==> src/hdl/sport_pkg.sv <==
package sport_pkg;
	// Bus geometry.
	localparam int ADDR_W = 8;
	localparam int DATA_W = 32;

	// Register byte offsets.
	localparam logic [7:0] CTRL_OFS = 8'h00;
	localparam logic [7:0] PIN_OFS = 8'h04;
	localparam logic [7:0] RATE_OFS = 8'h08;
	localparam logic [7:0] RXFMT_OFS = 8'h0C;
	localparam logic [7:0] TXFMT_OFS = 8'h10;
	localparam logic [7:0] TXHOLD_OFS = 8'h14;
	localparam logic [7:0] RXDATA_OFS = 8'h18;
	localparam logic [7:0] STAT_OFS = 8'h1C;

	// Writable bits of the control, pin, rate and format registers and the common value after reset.
	localparam logic [31:0] CTRL_MASK = 32'h000000FF;
	localparam logic [31:0] PIN_MASK = 32'h0000000F;
	localparam logic [31:0] RATE_MASK = 32'h10FF0FFF;
	localparam logic [31:0] FMT_MASK = 32'h877F077F;
	localparam logic [31:0] REG_RESET = 32'h00000000;

	// Port control fields.
	localparam int CTRL_RX_EN = 0;
	localparam int CTRL_TX_EN = 1;
	localparam int CTRL_LOOP = 2;
	localparam int CTRL_GEN_RUN = 3;
	localparam int CTRL_RX_IRQ_LSB = 4;
	localparam int CTRL_TX_IRQ_LSB = 6;

	// Pin control fields.
	localparam int PIN_RX_POL = 0;
	localparam int PIN_TX_POL = 1;
	localparam int PIN_RX_DIR = 2;
	localparam int PIN_TX_DIR = 3;

	// Rate generator fields.
	localparam int RATE_PER_LSB = 0;
	localparam int RATE_WID_LSB = 16;
	localparam int RATE_GEN_SEL = 28;

	// Frame format fields, same layout for receive and transmit.
	localparam int FMT_C1_LSB = 0;
	localparam int FMT_W1_LSB = 8;
	localparam int FMT_C2_LSB = 16;
	localparam int FMT_W2_LSB = 24;
	localparam int FMT_PHASE = 31;

	// Status fields.
	localparam int STAT_HOLD_FULL = 0;
	localparam int STAT_RX_READY = 1;
	localparam int STAT_RX_ACTIVE = 2;
	localparam int STAT_TX_ACTIVE = 3;
	localparam int STAT_GEN_PULSE = 4;

	// Interrupt event modes.
	localparam logic [1:0] IRQ_ELEM = 2'h0;
	localparam logic [1:0] IRQ_FRAME_END = 2'h1;
	localparam logic [1:0] IRQ_SYNC = 2'h2;

	// Positions of the pin inputs in the synchroniser vector.
	localparam int SY_RXCLK = 0;
	localparam int SY_TXCLK = 1;
	localparam int SY_RXFS = 2;
	localparam int SY_TXFS = 3;
	localparam int SY_RXD = 4;
	localparam int SY_N = 5;

	typedef enum logic [2:0] {
		FR_IDLE = 3'b001,
		FR_PH1 = 3'b010,
		FR_PH2 = 3'b100
	} frame_state_type;

	// Element width code to bits; reserved codes fall back to eight bits.
	function automatic logic [5:0] elem_bits(input logic [2:0] code);
		case (code)
			3'h0: elem_bits = 6'h08;
			3'h1: elem_bits = 6'h0C;
			3'h2: elem_bits = 6'h10;
			3'h3: elem_bits = 6'h14;
			3'h4: elem_bits = 6'h18;
			3'h5: elem_bits = 6'h20;
			default: elem_bits = 6'h08;
		endcase
	endfunction

	// Event that a given interrupt mode reports.
	function automatic logic irq_event(input logic [1:0] mode, input logic el,
			input logic fl, input logic fs);
		case (mode)
			IRQ_ELEM: irq_event = el;
			IRQ_FRAME_END: irq_event = fl;
			IRQ_SYNC: irq_event = fs;
			default: irq_event = 1'b0;
		endcase
	endfunction
endpackage

==> src/hdl/frame_link_if.sv <==
`timescale 1ns/1ns
interface frame_link_if;
	logic tick;
	logic sync;
	logic run;
	logic phase_sel;
	logic [6:0] c1;
	logic [6:0] c2;
	logic [2:0] w1;
	logic [2:0] w2;
	logic bit_strobe;
	logic elem_last;
	logic frame_last;
	logic frame_start;
	logic active;
	logic [5:0] bit_idx;

	modport ctrl(output tick, sync, run, phase_sel, c1, c2, w1, w2,
		input bit_strobe, elem_last, frame_last, frame_start, active, bit_idx);
	modport frm(input tick, sync, run, phase_sel, c1, c2, w1, w2,
		output bit_strobe, elem_last, frame_last, frame_start, active, bit_idx);
endinterface

==> src/hdl/frame_pulse_gen.sv <==
`timescale 1ns/1ns
module frame_pulse_gen (
	input wire logic mclk,
	input wire logic rst_n,
	input wire logic tick,
	input wire logic run,
	input wire logic [11:0] period,
	input wire logic [7:0] width,
	output logic pulse
);
	import sport_pkg::*;

	logic [11:0] per_q;
	logic [7:0] wid_q;
	logic [8:0] hi_ticks_q;

	// Both counters restart whenever the generator is stopped, so a fresh run starts a frame.
	always_ff @(posedge mclk or negedge rst_n) begin
		if (!rst_n) begin
			pulse <= 1'b0;
			per_q <= 12'h000;
			wid_q <= 8'h00;
		end else if (!run) begin
			pulse <= 1'b0;
			per_q <= 12'h000;
			wid_q <= 8'h00;
		end else if (tick) begin
			if (per_q == 12'h000) begin
				per_q <= period;
				wid_q <= width;
				pulse <= 1'b1;
			end else begin
				per_q <= per_q - 12'h001;
				if (wid_q == 8'h00) begin
					pulse <= 1'b0;
				end else begin
					wid_q <= wid_q - 8'h01;
				end
			end
		end
	end

	// Helper count of bit clocks seen while the pulse is high.
	always_ff @(posedge mclk or negedge rst_n) begin
		if (!rst_n) begin
			hi_ticks_q <= 9'h000;
		end else if (!pulse) begin
			hi_ticks_q <= 9'h000;
		end else if (tick) begin
			hi_ticks_q <= hi_ticks_q + 9'h001;
		end
	end

	chk_gen_quiet_stop: assert property (@(posedge mclk) disable iff (!rst_n)
		!run |=> !pulse)
		else $error("frame pulse present while generator stopped");

	chk_gen_pulse_width: assert property (@(posedge mclk) disable iff (!rst_n)
		(!pulse && $past(pulse) && $past(run) && $stable(width))
		|-> $past(hi_ticks_q) == {1'b0, width})
		else $error("frame pulse high time differs from width plus one");
endmodule

==> src/hdl/frame_counter.sv <==
`timescale 1ns/1ns
module frame_counter (
	input wire logic mclk,
	input wire logic rst_n,
	frame_link_if.frm f
);
	import sport_pkg::*;

	frame_state_type state_q;
	logic [5:0] bit_left_q;
	logic [6:0] elem_left_q;
	logic dual_next;
	logic ending;
	logic [5:0] cur_bits;

	// The second phase fields are only looked at once the second phase is entered.
	assign dual_next = (state_q == FR_PH1) && f.phase_sel;
	assign ending = (state_q == FR_IDLE) ||
		((bit_left_q == 6'h00) && (elem_left_q == 7'h00) && !dual_next);
	assign cur_bits = elem_bits((state_q == FR_PH2) ? f.w2 : f.w1);
	assign f.active = (state_q != FR_IDLE);
	assign f.bit_idx = bit_left_q;

	// One bit is handled on every bit clock inside a frame, so elements and phases abut.
	// A sync that comes in mid-frame is ignored; one on the closing clock starts the next frame.
	always_ff @(posedge mclk or negedge rst_n) begin
		if (!rst_n) begin
			state_q <= FR_IDLE;
			bit_left_q <= 6'h00;
			elem_left_q <= 7'h00;
			f.bit_strobe <= 1'b0;
			f.elem_last <= 1'b0;
			f.frame_last <= 1'b0;
			f.frame_start <= 1'b0;
		end else begin
			f.bit_strobe <= 1'b0;
			f.elem_last <= 1'b0;
			f.frame_last <= 1'b0;
			f.frame_start <= 1'b0;
			if (!f.run) begin
				state_q <= FR_IDLE;
				bit_left_q <= 6'h00;
				elem_left_q <= 7'h00;
			end else if (f.tick) begin
				if (ending && f.sync) begin
					state_q <= FR_PH1;
					elem_left_q <= f.c1;
					bit_left_q <= elem_bits(f.w1) - 6'h01;
					f.bit_strobe <= 1'b1;
					f.frame_start <= 1'b1;
				end else if (ending) begin
					state_q <= FR_IDLE;
				end else if (bit_left_q != 6'h00) begin
					bit_left_q <= bit_left_q - 6'h01;
					f.bit_strobe <= 1'b1;
					f.elem_last <= (bit_left_q == 6'h01);
					f.frame_last <= (bit_left_q == 6'h01) && (elem_left_q == 7'h00) && !dual_next;
				end else if (elem_left_q != 7'h00) begin
					elem_left_q <= elem_left_q - 7'h01;
					bit_left_q <= cur_bits - 6'h01;
					f.bit_strobe <= 1'b1;
				end else begin
					state_q <= FR_PH2;
					elem_left_q <= f.c2;
					bit_left_q <= elem_bits(f.w2) - 6'h01;
					f.bit_strobe <= 1'b1;
				end
			end
		end
	end

	chk_phase_two_dual: assert property (@(posedge mclk) disable iff (!rst_n)
		(state_q == FR_PH2) |-> $past(f.phase_sel) || $past(state_q == FR_PH2))
		else $error("second phase entered in a single-phase frame");

	chk_no_idle_gap: assert property (@(posedge mclk) disable iff (!rst_n)
		(f.run && f.tick && !ending) |=> f.bit_strobe)
		else $error("idle bit clock inside a frame");

	chk_first_elem_width: assert property (@(posedge mclk) disable iff (!rst_n)
		(f.run && f.tick && ending && f.sync) |=> f.bit_idx == elem_bits($past(f.w1)) - 6'h01)
		else $error("first element width not taken from its width code");
endmodule

==> src/hdl/frame_sync_port.sv <==
// The address map and the APB interface to the registers were chosen for this implementation.
`timescale 1ns/1ns
// How it works
// Loopback takes receive sync from transmit sync and receive data from transmit data.
// No loopback, receive sync input: pin level, polarity applied, is receive sync.
// No loopback, receive sync output: generator pulse is receive sync, driven on pin.
// Loopback with receive sync input: transmit sync used, receive sync pin floats.
// Loopback with receive sync output: transmit sync used and driven on receive pin.
// Transmit sync input: pin level, polarity applied, is transmit sync, any generator select.
// Transmit sync output from generator: generator pulse is sync, driven on pin.
// Transmit sync output, no generator: each holding-to-shift copy makes one-bit-clock sync; the code makes one only for a copy outside a frame.
// Interrupt mode two reports accepted frame syncs when that direction is enabled.
// Phase select zero gives single-phase frames, one gives dual-phase frames.
// Bits of a frame follow back to back across elements and phases.
// Element count fields hold elements minus one, seven bits each.
// Single-phase frames never use the second phase count and width.
// Width codes give 8, 12, 16, 20, 24, 32 bits; reserved codes act as 8.
// At most 128 elements single-phase and 256 dual-phase.
// Software keeps generated frames at or below 4096 bits in total.
// Receive and transmit each keep separate phase counts and widths.
// Generator pulses only while running with generator select set; low after reset.
// Pulse high for width plus one bit clocks, period plus one apart.
// Polarity zero means active-high sync; one inverts the pin level.
module frame_sync_port (
	input wire logic mclk,
	input wire logic rst_n,
	input wire logic psel,
	input wire logic penable,
	input wire logic pwrite,
	input wire logic [sport_pkg::ADDR_W-1:0] paddr,
	input wire logic [sport_pkg::DATA_W-1:0] pwdata,
	output logic [sport_pkg::DATA_W-1:0] prdata,
	output logic pready,
	output logic pslverr,
	input wire logic rx_bit_clk,
	input wire logic tx_bit_clk,
	input wire logic rx_serial_in,
	output logic tx_serial_out,
	input wire logic rx_sync_in,
	output logic rx_sync_out,
	output logic rx_sync_oe_n,
	input wire logic tx_sync_in,
	output logic tx_sync_out,
	output logic tx_sync_oe_n,
	output logic rx_irq,
	output logic tx_irq
);
	import sport_pkg::*;

	logic [31:0] ctrl_q;
	logic [31:0] pin_q;
	logic [31:0] rate_q;
	logic [31:0] rxfmt_q;
	logic [31:0] txfmt_q;
	logic [31:0] tx_hold_q;
	logic [31:0] tx_shift_q;
	logic [31:0] rx_shift_q;
	logic [31:0] rx_data_q;
	logic hold_full_q;
	logic tx_empty_q;
	logic rx_ready_q;
	logic rx_bit_q;
	logic tx_end_q;
	logic copy_pend_q;
	logic copy_fs_q;
	logic loop_fs_q;
	logic rx_clk_prev_q;
	logic [SY_N-1:0] pin_s1_q;
	logic [SY_N-1:0] pin_s2_q;
	logic [SY_N-1:0] pin_s3_q;
	logic [31:0] rd_mux;
	logic rd_hit;
	logic acc;
	logic wr_en;
	logic loopback_sel, frame_gen_run, rx_en, tx_en;
	logic rx_sync_dir, tx_sync_dir, rx_sync_pol, tx_sync_pol, tx_sync_gen_sel;
	logic [1:0] rx_irq_mode, tx_irq_mode;
	logic gen_frame_pulse;
	logic rx_sync_internal, tx_sync_internal;
	logic tx_tick, rx_tick, rx_clk_now;
	logic copy, copy_mode;

	frame_link_if rxf();
	frame_link_if txf();

	// Control fields pulled out of the configuration words.
	assign rx_en = ctrl_q[CTRL_RX_EN];
	assign tx_en = ctrl_q[CTRL_TX_EN];
	assign loopback_sel = ctrl_q[CTRL_LOOP];
	assign frame_gen_run = ctrl_q[CTRL_GEN_RUN];
	assign rx_irq_mode = ctrl_q[CTRL_RX_IRQ_LSB +: 2];
	assign tx_irq_mode = ctrl_q[CTRL_TX_IRQ_LSB +: 2];
	assign rx_sync_pol = pin_q[PIN_RX_POL];
	assign tx_sync_pol = pin_q[PIN_TX_POL];
	assign rx_sync_dir = pin_q[PIN_RX_DIR];
	assign tx_sync_dir = pin_q[PIN_TX_DIR];
	assign tx_sync_gen_sel = rate_q[RATE_GEN_SEL];

	// APB: zero wait states, the access phase completes in its first cycle.
	assign acc = psel && penable && pready;
	assign wr_en = acc && pwrite;

	// Read multiplexer; an unmapped address reads zero and flags an error.
	always_comb begin
		rd_mux = REG_RESET;
		rd_hit = 1'b1;
		case (paddr)
			CTRL_OFS: rd_mux = ctrl_q;
			PIN_OFS: rd_mux = pin_q;
			RATE_OFS: rd_mux = rate_q;
			RXFMT_OFS: rd_mux = rxfmt_q;
			TXFMT_OFS: rd_mux = txfmt_q;
			TXHOLD_OFS: rd_mux = tx_hold_q;
			RXDATA_OFS: rd_mux = rx_data_q;
			STAT_OFS: begin
				rd_mux[STAT_HOLD_FULL] = hold_full_q;
				rd_mux[STAT_RX_READY] = rx_ready_q;
				rd_mux[STAT_RX_ACTIVE] = rxf.active;
				rd_mux[STAT_TX_ACTIVE] = txf.active;
				rd_mux[STAT_GEN_PULSE] = gen_frame_pulse;
			end
			default: rd_hit = 1'b0;
		endcase
	end

	// Read data and error are captured in the setup cycle and held through the access.
	always_ff @(posedge mclk or negedge rst_n) begin
		if (!rst_n) begin
			pready <= 1'b0;
			prdata <= REG_RESET;
			pslverr <= 1'b0;
		end else begin
			pready <= psel && !penable;
			if (psel && !penable) begin
				prdata <= rd_mux;
				pslverr <= !rd_hit;
			end else if (acc) begin
				pslverr <= 1'b0;
			end
		end
	end

	// Configuration words; each direction keeps its own frame format.
	always_ff @(posedge mclk or negedge rst_n) begin
		if (!rst_n) begin
			ctrl_q <= REG_RESET;
			pin_q <= REG_RESET;
			rate_q <= REG_RESET;
			rxfmt_q <= REG_RESET;
			txfmt_q <= REG_RESET;
		end else if (wr_en) begin
			case (paddr)
				CTRL_OFS: ctrl_q <= pwdata & CTRL_MASK;
				PIN_OFS: pin_q <= pwdata & PIN_MASK;
				RATE_OFS: rate_q <= pwdata & RATE_MASK;
				RXFMT_OFS: rxfmt_q <= pwdata & FMT_MASK;
				TXFMT_OFS: txfmt_q <= pwdata & FMT_MASK;
				default: ;
			endcase
		end
	end

	// Pin inputs pass two flops; the third stage only serves edge finding on the transmit clock.
	always_ff @(posedge mclk or negedge rst_n) begin
		if (!rst_n) begin
			pin_s1_q <= '0;
			pin_s2_q <= '0;
			pin_s3_q <= '0;
			rx_clk_prev_q <= 1'b0;
		end else begin
			pin_s1_q <= {rx_serial_in, tx_sync_in, rx_sync_in, tx_bit_clk, rx_bit_clk};
			pin_s2_q <= pin_s1_q;
			pin_s3_q <= pin_s2_q;
			rx_clk_prev_q <= rx_clk_now;
		end
	end

	// Transmit works on rising bit clock edges, receive samples on falling ones.
	// In loopback the receiver follows the transmit clock, so both sides share one bit time.
	assign tx_tick = pin_s2_q[SY_TXCLK] && !pin_s3_q[SY_TXCLK];
	assign rx_clk_now = loopback_sel ? pin_s2_q[SY_TXCLK] : pin_s2_q[SY_RXCLK];
	assign rx_tick = rx_clk_prev_q && !rx_clk_now;

	// The generator counts transmit bit clocks.
	frame_pulse_gen u_gen (
		.mclk(mclk),
		.rst_n(rst_n),
		.tick(tx_tick),
		.run(frame_gen_run && tx_sync_gen_sel),
		.period(rate_q[RATE_PER_LSB +: 12]),
		.width(rate_q[RATE_WID_LSB +: 8]),
		.pulse(gen_frame_pulse)
	);

	// Internal frame syncs, all active high.
	always_comb begin
		if (!tx_sync_dir) begin
			tx_sync_internal = pin_s2_q[SY_TXFS] ^ tx_sync_pol;
		end else if (tx_sync_gen_sel) begin
			tx_sync_internal = gen_frame_pulse;
		end else begin
			tx_sync_internal = copy_fs_q;
		end
		if (loopback_sel) begin
			rx_sync_internal = loop_fs_q;
		end else if (rx_sync_dir) begin
			rx_sync_internal = gen_frame_pulse;
		end else begin
			rx_sync_internal = pin_s2_q[SY_RXFS] ^ rx_sync_pol;
		end
	end

	// Sync pins; the enable is low only while the pin drives.
	always_ff @(posedge mclk or negedge rst_n) begin
		if (!rst_n) begin
			rx_sync_out <= 1'b0;
			rx_sync_oe_n <= 1'b1;
			tx_sync_out <= 1'b0;
			tx_sync_oe_n <= 1'b1;
		end else begin
			rx_sync_oe_n <= !rx_sync_dir;
			rx_sync_out <= (loopback_sel ? tx_sync_internal : gen_frame_pulse) ^ rx_sync_pol;
			tx_sync_oe_n <= !tx_sync_dir;
			tx_sync_out <= tx_sync_internal ^ tx_sync_pol;
		end
	end

	// Framer hookup; count fields hold elements minus one, so 7 bits reach 128 per phase.
	assign rxf.tick = rx_tick;
	assign rxf.sync = rx_sync_internal;
	assign rxf.run = rx_en;
	assign rxf.phase_sel = rxfmt_q[FMT_PHASE];
	assign rxf.c1 = rxfmt_q[FMT_C1_LSB +: 7];
	assign rxf.c2 = rxfmt_q[FMT_C2_LSB +: 7];
	assign rxf.w1 = rxfmt_q[FMT_W1_LSB +: 3];
	assign rxf.w2 = rxfmt_q[FMT_W2_LSB +: 3];
	assign txf.tick = tx_tick;
	assign txf.sync = tx_sync_internal;
	assign txf.run = tx_en;
	assign txf.phase_sel = txfmt_q[FMT_PHASE];
	assign txf.c1 = txfmt_q[FMT_C1_LSB +: 7];
	assign txf.c2 = txfmt_q[FMT_C2_LSB +: 7];
	assign txf.w1 = txfmt_q[FMT_W1_LSB +: 3];
	assign txf.w2 = txfmt_q[FMT_W2_LSB +: 3];

	frame_counter u_rx_frame (
		.mclk(mclk),
		.rst_n(rst_n),
		.f(rxf)
	);

	frame_counter u_tx_frame (
		.mclk(mclk),
		.rst_n(rst_n),
		.f(txf)
	);

	// Holding to shift copy; an underrun just sends the stale word again.
	assign copy = tx_empty_q && hold_full_q && tx_en;
	assign copy_mode = tx_sync_dir && !tx_sync_gen_sel;

	always_ff @(posedge mclk or negedge rst_n) begin
		if (!rst_n) begin
			tx_hold_q <= REG_RESET;
			hold_full_q <= 1'b0;
			tx_shift_q <= REG_RESET;
			tx_empty_q <= 1'b1;
		end else begin
			if (wr_en && (paddr == TXHOLD_OFS)) begin
				tx_hold_q <= pwdata;
				hold_full_q <= 1'b1;
			end else if (copy) begin
				hold_full_q <= 1'b0;
			end
			if (copy) begin
				tx_shift_q <= tx_hold_q;
				tx_empty_q <= 1'b0;
			end else if (txf.elem_last) begin
				tx_empty_q <= 1'b1;
			end
		end
	end

	// A copy outside a frame asks for a sync, issued as exactly one bit clock period.
	// Loopback hands the receiver the sync as the transmit edge that starts the frame saw it.
	// Taken raw, it would meet a falling edge before the first transmit bit is out.
	always_ff @(posedge mclk or negedge rst_n) begin
		if (!rst_n) begin
			tx_end_q <= 1'b0;
			copy_pend_q <= 1'b0;
			copy_fs_q <= 1'b0;
			loop_fs_q <= 1'b0;
		end else begin
			if (txf.frame_last) begin
				tx_end_q <= 1'b1;
			end else if (txf.frame_start) begin
				tx_end_q <= 1'b0;
			end
			if (copy && copy_mode && (!txf.active || tx_end_q)) begin
				copy_pend_q <= 1'b1;
			end else if (tx_tick) begin
				copy_pend_q <= 1'b0;
			end
			if (tx_tick) begin
				copy_fs_q <= copy_pend_q && copy_mode;
				loop_fs_q <= tx_sync_internal;
			end
		end
	end

	// Serial data; elements go out MSB first from their right-justified word.
	always_ff @(posedge mclk or negedge rst_n) begin
		if (!rst_n) begin
			tx_serial_out <= 1'b0;
			rx_bit_q <= 1'b0;
			rx_shift_q <= REG_RESET;
			rx_data_q <= REG_RESET;
			rx_ready_q <= 1'b0;
		end else begin
			if (txf.bit_strobe) begin
				tx_serial_out <= tx_shift_q[txf.bit_idx[4:0]];
			end
			if (rx_tick) begin
				rx_bit_q <= loopback_sel ? tx_serial_out : pin_s2_q[SY_RXD];
			end
			if (rxf.elem_last) begin
				rx_data_q <= {rx_shift_q[30:0], rx_bit_q};
				rx_shift_q <= REG_RESET;
			end else if (rxf.bit_strobe) begin
				rx_shift_q <= {rx_shift_q[30:0], rx_bit_q};
			end
			if (rxf.elem_last) begin
				rx_ready_q <= 1'b1;
			end else if (acc && !pwrite && (paddr == RXDATA_OFS)) begin
				rx_ready_q <= 1'b0;
			end
		end
	end

	// Event lines, one-cycle pulses, silent while that direction is held off.
	always_ff @(posedge mclk or negedge rst_n) begin
		if (!rst_n) begin
			rx_irq <= 1'b0;
			tx_irq <= 1'b0;
		end else begin
			rx_irq <= rx_en && irq_event(rx_irq_mode, rxf.elem_last, rxf.frame_last,
				rxf.frame_start);
			tx_irq <= tx_en && irq_event(tx_irq_mode, txf.elem_last, txf.frame_last,
				txf.frame_start);
		end
	end

	chk_loop_data_path: assert property (@(posedge mclk) disable iff (!rst_n)
		(loopback_sel && rx_tick) |=> rx_bit_q == $past(tx_serial_out))
		else $error("loopback receive bit not taken from transmit data");

	chk_rx_pin_input: assert property (@(posedge mclk) disable iff (!rst_n)
		(!loopback_sel && !rx_sync_dir && rxf.run && rx_tick && !rxf.active
		&& (pin_s2_q[SY_RXFS] != rx_sync_pol)) |=> rxf.frame_start)
		else $error("receive pin sync not accepted");

	chk_rx_pin_gen: assert property (@(posedge mclk) disable iff (!rst_n)
		(!loopback_sel && rx_sync_dir) |=> !rx_sync_oe_n
		&& rx_sync_out == ($past(gen_frame_pulse) ^ $past(rx_sync_pol)))
		else $error("receive sync pin does not carry generator pulse");

	chk_rx_pin_float: assert property (@(posedge mclk) disable iff (!rst_n)
		(loopback_sel && !rx_sync_dir) |=> rx_sync_oe_n)
		else $error("receive sync pin driven in loopback input mode");

	chk_rx_pin_loop: assert property (@(posedge mclk) disable iff (!rst_n)
		(loopback_sel && rx_sync_dir) |=> !rx_sync_oe_n
		&& rx_sync_out == ($past(tx_sync_internal) ^ $past(rx_sync_pol)))
		else $error("receive sync pin does not follow transmit sync");

	chk_tx_pin_input: assert property (@(posedge mclk) disable iff (!rst_n)
		!tx_sync_dir |=> tx_sync_oe_n)
		else $error("transmit sync pin driven while an input");

	chk_tx_pin_gen: assert property (@(posedge mclk) disable iff (!rst_n)
		(tx_sync_dir && tx_sync_gen_sel) |=> !tx_sync_oe_n
		&& tx_sync_out == ($past(gen_frame_pulse) ^ $past(tx_sync_pol)))
		else $error("transmit sync pin does not carry generator pulse");

	chk_copy_sync_width: assert property (@(posedge mclk) disable iff (!rst_n)
		(copy_fs_q && tx_tick) |=> !copy_fs_q)
		else $error("copy frame sync wider than one bit clock");

	chk_sync_irq_mode: assert property (@(posedge mclk) disable iff (!rst_n)
		(rx_irq_mode == IRQ_SYNC && rx_en && rxf.frame_start) |=> rx_irq)
		else $error("frame sync not reported on receive event line");
endmodule

==> config.mk <==
export PLATFORM = sky130hd
export DESIGN_NAME = frame_sync_port
export DESIGN_NICKNAME = d
export VERILOG_FILES = /design/src/hdl/sport_pkg.sv /design/src/hdl/frame_link_if.sv /design/src/hdl/frame_pulse_gen.sv /design/src/hdl/frame_counter.sv /design/src/hdl/frame_sync_port.sv
export SDC_FILE = /design/constraint.sdc
export NUM_CORES = 1
export LEC_CHECK = 0
export ABC_AREA = 1
export BUFFER_PORTS_ARGS = -buffer_cell sky130_fd_sc_hd__clkbuf_2
export CAP_MARGIN = 30
export CORE_MARGIN = 3
export CORE_UTILIZATION = 35
export DETAILED_ROUTE_END_ITERATION = 6
export HOLD_SLACK_MARGIN = 0.06
export PLACE_DENSITY_LB_ADDON = 0.2
export SYNTH_ARGS = -nofsm -noshare
export SYNTH_HDL_FRONTEND = slang
export SYNTH_HIERARCHICAL = 1
export SYNTH_SLANG_ARGS = --single-unit
==> constraint.sdc <==
create_clock -name mclk -period 4.2 [get_ports mclk]
set_input_delay 0.21 -clock mclk [delete_from_list [all_inputs] [get_ports mclk]]
set_output_delay 0.21 -clock mclk [all_outputs]
set_load 0.01 [all_outputs]
# [Word-level counts from Yosys, hierarchy flattened]
# Index checks and enable logic that the tools add are counted.
[totals] ff_bits=325 out_inout_bits=41
[classes] add_sub_neg=12 n_lt_le_gt_ge=1 eq_ne=64 muxes=135 n_bitwise=4 n_reduce_logical=78
[ops] operator="6-bit 2-to-1 mux" n=30
[ops] operator="6-bit case mux with 5 select lines" n=6
[ops] operator="27-bit case mux with 6 select lines" n=1
[ops] operator="7-bit 2-to-1 mux" n=12
[ops] operator="31-bit 2-to-1 mux" n=2
[ops] operator="1-bit 2-to-1 mux" n=59
[ops] operator="6-bit by 1-bit subtractor with 6-bit output (second input constant)" n=8
[ops] operator="3-bit by 2-bit == test with 1-bit output (second input constant)" n=14
[ops] operator="3-bit == test (second input constant)" n=14
[ops] operator="3-bit 2-to-1 mux" n=14
[ops] operator="5-bit case mux with 8 select lines" n=1
[ops] operator="12-bit 2-to-1 mux" n=3
[ops] operator="8-bit by 5-bit == test with 1-bit output (second input constant)" n=4
[ops] operator="8-bit 2-to-1 mux" n=4
[ops] operator="1-bit logical AND" n=30
[ops] operator="3-bit by 1-bit == test with 1-bit output (second input constant)" n=8
[ops] operator="2-bit AND reduction" n=9
[ops] operator="8-bit by 4-bit == test with 1-bit output (second input constant)" n=2
[ops] operator="8-bit zero test" n=2
[ops] operator="4-bit by 2-bit inequality test with 1-bit output (second input constant)" n=4
[ops] operator="7-bit zero test" n=2
[ops] operator="2-bit nonzero test" n=7
[ops] operator="7-bit nonzero test" n=2
[ops] operator="7-bit by 1-bit subtractor with 7-bit output (second input constant)" n=2
[ops] operator="23 further kinds" n=54

# [Depth between registers and ports, before layout]
# Gate-level depths: netlist of run 1.
[logic_depth] depth_word=16 mapped_depth=16 ltp_nobuf=16

# [Cells and area by module]
# Netlist of run 1, hierarchy kept.
[modules_own_cells] module="frame_sync_port" instances=1 cells_per_inst=1302 area_per_inst_um2=11141.9 seq_area_each_um2=6585.1
[modules_own_cells] module="frame_counter at u_rx_frame" instances=1 cells_per_inst=241 area_per_inst_um2=1687.9 seq_area_each_um2=501.7
[modules_own_cells] module="frame_counter at u_tx_frame" instances=1 cells_per_inst=239 area_per_inst_um2=1646.6 seq_area_each_um2=501.7
[modules_own_cells] module="frame_pulse_gen" instances=1 cells_per_inst=261 area_per_inst_um2=1597.8 seq_area_each_um2=525.5

# [Worst setup path after synthesis of run 1]
# No wires, ideal clock.
[synth_path] path_kind="reg-to-reg" startpoint="reg u_tx_frame.elem_left_q[0]" endpoint="reg u_tx_frame.bit_left_q[3], in the netlist u_tx_frame/f.bit_idx[3]" setup_time_ns=0.121 t_arrival_ns=1.789 required_time_ns=4.079 setup_slack_ns=2.290 path_stages_with_launch=14 n_path_buf=0 synth_period_minus_slack_ns=1.910 cell_sequence="dfrtp_1 -> inv_1 -> ha_1 -> inv_1 -> nor2_2 -> nand4_1 -> o21ai_0 -> inv_1 -> ha_1 -> nor2_1 -> o21ai_0 -> o21ai_1 -> nand2_1 -> o21ai_1"
[synth_via] elab_chain_cells=8 elab_cells_between_ends=14
[synth_rtl] item="from (decl)" line_no="frame_counter.sv:11" text="logic [6:0] elem_left_q;"
[synth_rtl] item="from (signal assigned)" line_no="frame_counter.sv:47" text="elem_left_q <= f.c1;"
[synth_rtl] item="from (signal assigned)" line_no="frame_counter.sv:59" text="elem_left_q <= elem_left_q - 7'h01;"
[synth_rtl] item="from (signal assigned)" line_no="frame_counter.sv:64" text="elem_left_q <= f.c2;"
[synth_rtl] item="parallel branches: the longest is 8 deep, another holds 7-bit nonzero test"
[synth_rtl] item="to (signal assigned)" line_no="frame_counter.sv:48" text="bit_left_q <= elem_bits(f.w1) - 6'h01;"
[synth_rtl] item="to (signal assigned)" line_no="frame_counter.sv:54" text="bit_left_q <= bit_left_q - 6'h01;"
[synth_rtl] item="to (signal assigned)" line_no="frame_counter.sv:60" text="bit_left_q <= cur_bits - 6'h01;"
[synth_rtl] item="to (decl)" line_no="frame_counter.sv:10" text="logic [5:0] bit_left_q;"
# Several ways; the timed one is not identified. The select of a mux whose other input is x is not followed.
# A chain may end at the register's enable or synchronous reset.

# [Final worst setup path of run 1]
[layout_path] startpoint="reg u_tx_frame.bit_left_q[0], in the netlist u_tx_frame/f.bit_idx[0]" endpoint="reg u_tx_frame.elem_left_q[0]"
[layout_via] elab_chain_cells=8 elab_cells_between_ends=12
[layout_rtl] item="6-bit zero test" line_no="frame_counter.sv:19" text="((bit_left_q == 6'h00) && (elem_left_q == 7'h00) && !dual_next);"
[layout_rtl] item="1-bit logical AND (2 in series)" line_no="frame_counter.sv:19"
[layout_rtl] item="1-bit logical OR" line_no="frame_counter.sv:18" text="assign ending = (state_q == FR_IDLE) ||"
[layout_rtl] item="1-bit logical AND" line_no="frame_counter.sv:45" text="if (ending && f.sync) begin"
[layout_rtl] item="7-bit 2-to-1 mux" line_no="frame_counter.sv:45"
[layout_rtl] item="7-bit 2-to-1 mux" line_no="frame_counter.sv:44" text="end else if (f.tick) begin"
[layout_rtl] item="7-bit 2-to-1 mux" line_no="frame_counter.sv:40" text="if (!f.run) begin"
# Parallel ways exist; a longest one is shown, timed or not. The select of a mux whose other input is x is not followed.

==> qor.txt, run 1 <==
met2 wire len: 21500 µm
CORE AREA: 44800 µm²
Cells after Synth: 2043
CP Depth: 12
WP buf/inv: 1
first drt pass iteration count: 5
Clock Skews: 0.0139 ns
H-tree levels: 2
f_max: 369 MHz
worst path required time: 4.62 ns
Worst path slowest cell: dfrtp_1
die width: 220 µm
pin count of the biggest net entering global routing: 89
minimum clock period: 2.71 ns
Vias: 13743
uppermost routed layer: met5
share of cells above drive strength 1: 11.3%
Worst path top cell family by delay: simple AND/OR/NAND/NOR gates
vias in the first global route: 13241
storage element area: 8110 µm²
clk buf depth: 3
hold path cells: 3
fill cell count: 4556
total CTS buffers: 38
Iteration-0 DRC Markers: 1147
area of the multi-input gates: 6750 µm²
Yosys reg bits: 324
# DRC: 0
startpoint types: flip-flop
Routed Antenna Nets: 0
status: completed
TritonCTS clock tree: built
clock sinks: 324
commonest non-fill, non-tap cells in the layout: nand2_1 (709), dfrtp_1 (319), o21ai_0 (218)
Placed Instances: 2661
area delta synth->final: 15.6%
global-route usage over all layers: 20.7%
Reg clk slew, reported paths: 0.06 ns
CP Cell Sequence: inv_1 > ha_1 > nand2_2 > nor2_4 > a21oi_4 > nor2_4 > nand2_2 > nand2_1 > nand2_1 > nand2_2 > o2111ai_1 > o21ai_1
syn_area_per_cell: 7.87 µm²
Worst-Margin Slew: 0.972 ns
Top FF cell, synth: dfrtp_1
MaxCap Viol Count: 0
Synth top area share: 49.7%
# setup viols final: 0
setup repair bufs after CTS: 0
Layout Nets: 2198
Slowest Stage Delay on Critical Path: 0.69 ns
most frequent CP cell: nand2_2
post-route setup TNS: 0 ns
Hold Path Class: primary input to flip-flop
Setup crit end kind: flip-flop
endpoints failing hold: 0
Max VDD drop: 0.249 mV
most common library cell in the layout ignoring fill and taps: nand2_1
Ys Warns: 6
hpwl dp: 36100 µm
Port Buffers: 90
Initial Util: 35.9%
fin. max-slew vios: 0
RSZ-0062 raised after global routing: false
initial antenna violation count: 2
WL/cell: 18.0 µm
number of core rows: 77
global-route wire length before repair: 77400 µm
io pins: 91
library cells used by synthesis: 52
largest area contributor in the netlist: dfrtp_1
top cells by area, synth: dfrtp_1 (50%), nand2_1 (17%), o21ai_0 (6.8%), inv_1 (4.6%), nand3_1 (4.5%)
GP Congestion: 0.933
post-synthesis net count: 2111
Die Y-Extent: 220 µm
Vias/cell: 4.99
Crit Path Category: flip-flop to flip-flop
PwrDens: 372 nW/µm²
EDFF count, synth: 0
FFs w/ async S/R, synth: 100%
WHS: 0.0627 ns
Worst-Skew Late Latency: 0.54 ns
Seq/Total Area, Yosys: 50.5%
Metal-1 WL: 22600 µm
final wirelength: 49500 µm
Crit Path Max Fanout: 20
R2R depth: 12
synthesized cell area: 16100 µm²
die footprint: 48500 µm²
period utilisation layout: 64.5%
Pleak: 9.20 nW
crit path DAT: 3.13 ns
Finished Layout Cells: 2753
CTS Root Cell: clkbuf_16
Rel. slew slack: 35.1%
global route overflow: 0
met3 WL: 3550 µm
[layer usage]
layer  vias up  track usage, %
li1       6743               -
met1      6516            29.0
met2       394            31.4
met3        88            4.85
met4         2            7.58
met5         -               0
[worst min-delay path, cell delays in order]
cell and delay (ns):
clkbuf_2 0.08, inv_1 0.12, o21ai_1 0.15
[path summary, 6_finish.rpt]
| check | startpoint | endpoint | slack [ns] |
|---|---|---|---|
| setup reg to reg | u_tx_frame/f.bit_idx[0] | u_tx_frame/elem_left_q[0] | 1.49 |
| hold reg to reg | pin_s1_q[4] | pin_s2_q[4] | 0.35 |
| setup / recovery | u_tx_frame/f.bit_idx[0] | u_tx_frame/elem_left_q[0] | 1.49 |
| hold / removal | pwdata[10] | rxfmt_q[10] | 0.06 |
| max in group asynchronous | rst_n | tx_shift_q[27] | 2.86 |
| min in group asynchronous | rst_n | u_rx_frame/f.bit_idx[1] | 0.27 |
[state kept, by name, indices dropped and copies added, names as in the netlist, 3 cells and up]
name                    cells
prdata                     32
rx_data_q                  32
tx_hold_q                  32
tx_shift_q                 32
rx_shift_q                 31
rate_q                     21
rxfmt_q                    21
txfmt_q                    21
u_gen/per_q                12
ctrl_q                      8
u_gen/wid_q                 8
u_rx_frame/elem_left_q      7
u_tx_frame/elem_left_q      7
u_rx_frame/f.bit_idx        6
u_tx_frame/f.bit_idx        6
pin_s1_q                    5
pin_s2_q                    5
pin_q                       4
u_rx_frame/state_q          3
u_tx_frame/state_q          3
[kinds of logic after synthesis]
family	count (synthesis)	share of synthesized area (%)
flip-flops	324	50.5
XOR/XNOR	16	0.872
multiplexers	4	0.249
buffers and inverters	291	7.56
AND/OR/NAND/NOR	1025	27.4
adder cells (fa/ha/maj)	18	1.40
AO/OA/AOI/OAI	365	12.1
[stage by stage]
step | cell area [µm²] | setup slack (ns) | util, % | power (mW)
CTS | 18600 | 1.48 | 41.5 | 7.00
detailed placement | 17100 | 1.49 | 38.1 | 3.45
global placement | 17000 | 1.58 | 37.9 | 3.45
finish | 18600 | 1.49 | 41.5 | 6.92
floorplan | 16100 | 2.29 | - | 3.29
global route | 18600 | 1.20 | 41.5 | 7.18
[report_power, final]
part	total [mW]	internal [mW]	leakage [nW]	switching, mW
combinational	0.243	0.0632	4.14	0.179
sequential	3.16	3.14	4.42	0.0161
clock	3.52	2.17	0.640	1.35
[cells in the mapped netlist (all sizes together), types with 3 or more instances]
cell      n
or2       5
nor3     16
mux2i     4
nor4      3
a21oi    48
dfstp     5
clkbuf   43
xor2      8
nor2    112
nand4    12
o22ai    15
xnor2     8
a211oi    3
buf      36
o21ai   285
nand3   146
nand2   728
ha       18
inv     211
dfrtp   319
[timing repair]
| action | 4_1_cts | 5_1_grt |
|---|---|---|
| resized for setup | 0 | 0 |
| endpoints found under the hold margin | 90 | 0 |
| setup endpoints to repair | 0 | 0 |
| hold buffers | 21 | 0 |
[cell type report]
class | count | share of cell area, %
Sequential cell | 324 | 43.7
Multi-Input combinational cell | 1428 | 36.3
Clock buffer | 54 | 5.60
Timing Repair Buffer | 126 | 4.63
Inverter | 212 | 4.30
Tap cell | 592 | 3.99
Clock inverter | 16 | 1.49
Antenna cell | 1 | 0.0135
Power figures use the tool's default switching activity.
==> inputs of run 2 (changes only) <==
Clock period 4.2 ns to 2.7 ns, I/O delays scaled along.
==> run 2 against run 1 <==
Against the previous run:
- routed wire length is 2.6% higher
- die area stayed put
- non-clock buffer count is 35 higher
==> qor.txt, run 2 (synthesis gave the netlist of run 1 again) <==
Max VDD drop: 0.382 mV (was 0.249 mV)
initial antenna violation count: 0 (was 2)
Port Buffers: 90 (unchanged)
Worst-Margin Slew: 0.712 ns (was 0.972 ns)
share of cells above drive strength 1: 12.0% (was 11.3%)
Flop pwr share: 45.6% (about the same)
Reg clk slew, reported paths: 0.06 ns (about the same)
Slowest Stage Delay on Critical Path: 0.60 ns (was 0.69 ns)
PwrDens: 571 nW/µm² (was 372 nW/µm²)
clock sinks: 324 (unchanged)
Worst-Skew Late Latency: 0.56 ns (was 0.54 ns)
Worst path slowest cell: dfrtp_1 (unchanged)
most frequent CP cell: nand2_2 (unchanged)
f_max: 438 MHz (was 369 MHz)
storage element area: 8110 µm² (unchanged)
Crit Path Max Fanout: 11 (was 20)
Routed Antenna Nets: 0 (unchanged)
Rel. slew slack: 52.0% (was 35.1%)
Layout Nets: 2234 (was 2198)
global route overflow: 0 (unchanged)
Logic pwr share: 3.7% (was 3.5%)
hpwl dp: 36500 µm (was 36100 µm)
Post-Place Cell Area: 17100 µm² (about the same)
most common library cell in the layout ignoring fill and taps: nand2_1 (unchanged)
GP Congestion: 0.889 (was 0.933)
worst r2r src: u_tx_frame/f.bit_idx[1] (was u_tx_frame/f.bit_idx[0])
final wirelength: 50800 µm (was 49500 µm)
fill cell count: 4552 (was 4556)
R2R setup slack: 0.42 ns (was 1.49 ns)
MaxCap Viol Count: 0 (unchanged)
post-route setup TNS: 0 ns (unchanged)
Setup WS post-layout: 0.419 ns (was 1.49 ns)
R2R depth: 12 (unchanged)
CP Cell Sequence: inv_1 > ha_1 > nand2_2 > nor2_4 > a21oi_4 > nor2_4 > nand2_2 > nand2_1 > nand2_1 > nand2_2 > o2111ai_1 > o21ai_1 (unchanged)
global-route usage over all layers: 21.3% (was 20.7%)
pre-CTS setup slack: 0.433 ns (was 1.49 ns)
WL/cell: 18.2 µm (was 18.0 µm)
area of the multi-input gates: 6750 µm² (unchanged)
fin. max-slew vios: 0 (unchanged)
startpoint types: flip-flop (unchanged)
CTS Root Cell: clkbuf_16 (unchanged)
CORE AREA: 44800 µm² (unchanged)
# DRC: 0 (unchanged)
Placed Instances: 2676 (was 2661)
total CTS buffers: 39 (was 38)
io pins: 91 (unchanged)
Die Y-Extent: 220 µm (unchanged)
Finished Layout Cells: 2787 (was 2753)
endpoints failing hold: 0 (unchanged)
Sw Share: 22.8% (was 22.3%)
area delta synth->final: 17.4% (was 15.6%)
Setup crit end kind: flip-flop (unchanged)
Clock Skews: 0.0181 ns (was 0.0139 ns)
die width: 220 µm (unchanged)
Iteration-0 DRC Markers: 1229 (was 1147)
clk buf depth: 3 (unchanged)
pin count of the biggest net entering global routing: 104 (was 89)
global-route wire length before repair: 79600 µm (was 77400 µm)
commonest non-fill, non-tap cells in the layout: nand2_1 (709), dfrtp_1 (319), o21ai_0 (218) (unchanged)
WHS: 0.0928 ns (was 0.0627 ns)
net switching power figure: 2.45 mW (was 1.55 mW)
crit path DAT: 2.71 ns (was 3.13 ns)
Crit Path Category: flip-flop to flip-flop (unchanged)
die footprint: 48500 µm² (unchanged)
Vias/cell: 5.00 (was 4.99)
TritonCTS clock tree: built (unchanged)
status: completed (unchanged)
Pleak: 9.37 nW (was 9.20 nW)
n_diodes: 0 (was 1)
r2r endpoint: u_tx_frame/elem_left_q[0] (unchanged)
RSZ-0062 raised after global routing: false (unchanged)
Hold Path Class: primary input to asynchronous set/reset pin (was primary input to flip-flop)
number of core rows: 77 (unchanged)
PostCTS Resize Cnt: 0 (unchanged)
# setup viols final: 0 (unchanged)
final core utilization: 42.1% (was 41.5%)
Finished Cell Area: 18900 µm² (was 18600 µm²)
worst path required time: 3.13 ns (was 4.62 ns)
vias in the first global route: 13681 (was 13241)
Pint: 8.32 mW (was 5.38 mW)
overall power: 10.8 mW (was 6.92 mW)
Vias: 13942 (was 13743)
minimum clock period: 2.28 ns (was 2.71 ns)
H-tree levels: 2 (unchanged)
first drt pass iteration count: 5 (unchanged)
Initial Util: 35.9% (unchanged)
Clk pwr share: 50.7% (was 50.9%)
period utilisation layout: 84.5% (was 64.5%)
## run 2: worst max-delay path, delay by kind of cell (launching register included)
| kind | cells | cell delay [ns] |
|---|---|---|
| AND/OR/NAND/NOR | 7 | 0.79 |
| flip-flops | 1 | 0.60 |
| AO/OA/AOI/OAI | 3 | 0.38 |
| buffers and inverters | 1 | 0.14 |
| adder cells (fa/ha/maj) | 1 | 0.24 |
## run 2: area by class of cell
cell class,instances,share of cell area (%)
clock inverter,14,1.04
clock buffer,56,5.99
sequential,324,43.0
multi-input combinational,1428,35.8
inverter,212,4.23
timing repair buffer,161,6.07
tap,592,3.92
## run 2: worst max-delay path by stage
stage	from	to	slack (ns)
floorplan	u_tx_frame/elem_left_q[0]	u_tx_frame/f.bit_idx[3]	0.79
global placement	u_tx_frame/f.bit_idx[1]	u_tx_frame/elem_left_q[0]	0.50
detailed placement	u_tx_frame/f.bit_idx[1]	u_tx_frame/elem_left_q[0]	0.43
CTS	u_tx_frame/f.bit_idx[1]	u_tx_frame/elem_left_q[0]	0.41
global route	u_tx_frame/f.bit_idx[1]	u_tx_frame/elem_left_q[0]	0.20
finish	u_tx_frame/f.bit_idx[1]	u_tx_frame/elem_left_q[0]	0.42
## run 2: power by group through the flow
stage	Sequential [mW]	Combinational (mW)	Clock [mW]
after global placement	5.00	0.363	0
after global routing	4.91	0.445	5.76
after CTS	4.91	0.411	5.59
after floorplan	4.99	0.123	0
after detailed placement	5.00	0.363	0
final	4.91	0.400	5.46
## run 2: timing repair
| item | 4_1_cts | 5_1_grt |
|---|---|---|
| setup buffers | 0 | 0 |
| hold buffers | 41 | 0 |
| hold endpoints to repair | 426 | 0 |
## run 2: layer usage
metal  track usage, %  routed length (µm)  vias up
li1                 -                   -     6792
met1             31.1               24300     6725
met2             33.0               22600      348
met3             2.73                2540       77
met4             6.37                1310        0
met5                0                   0        -
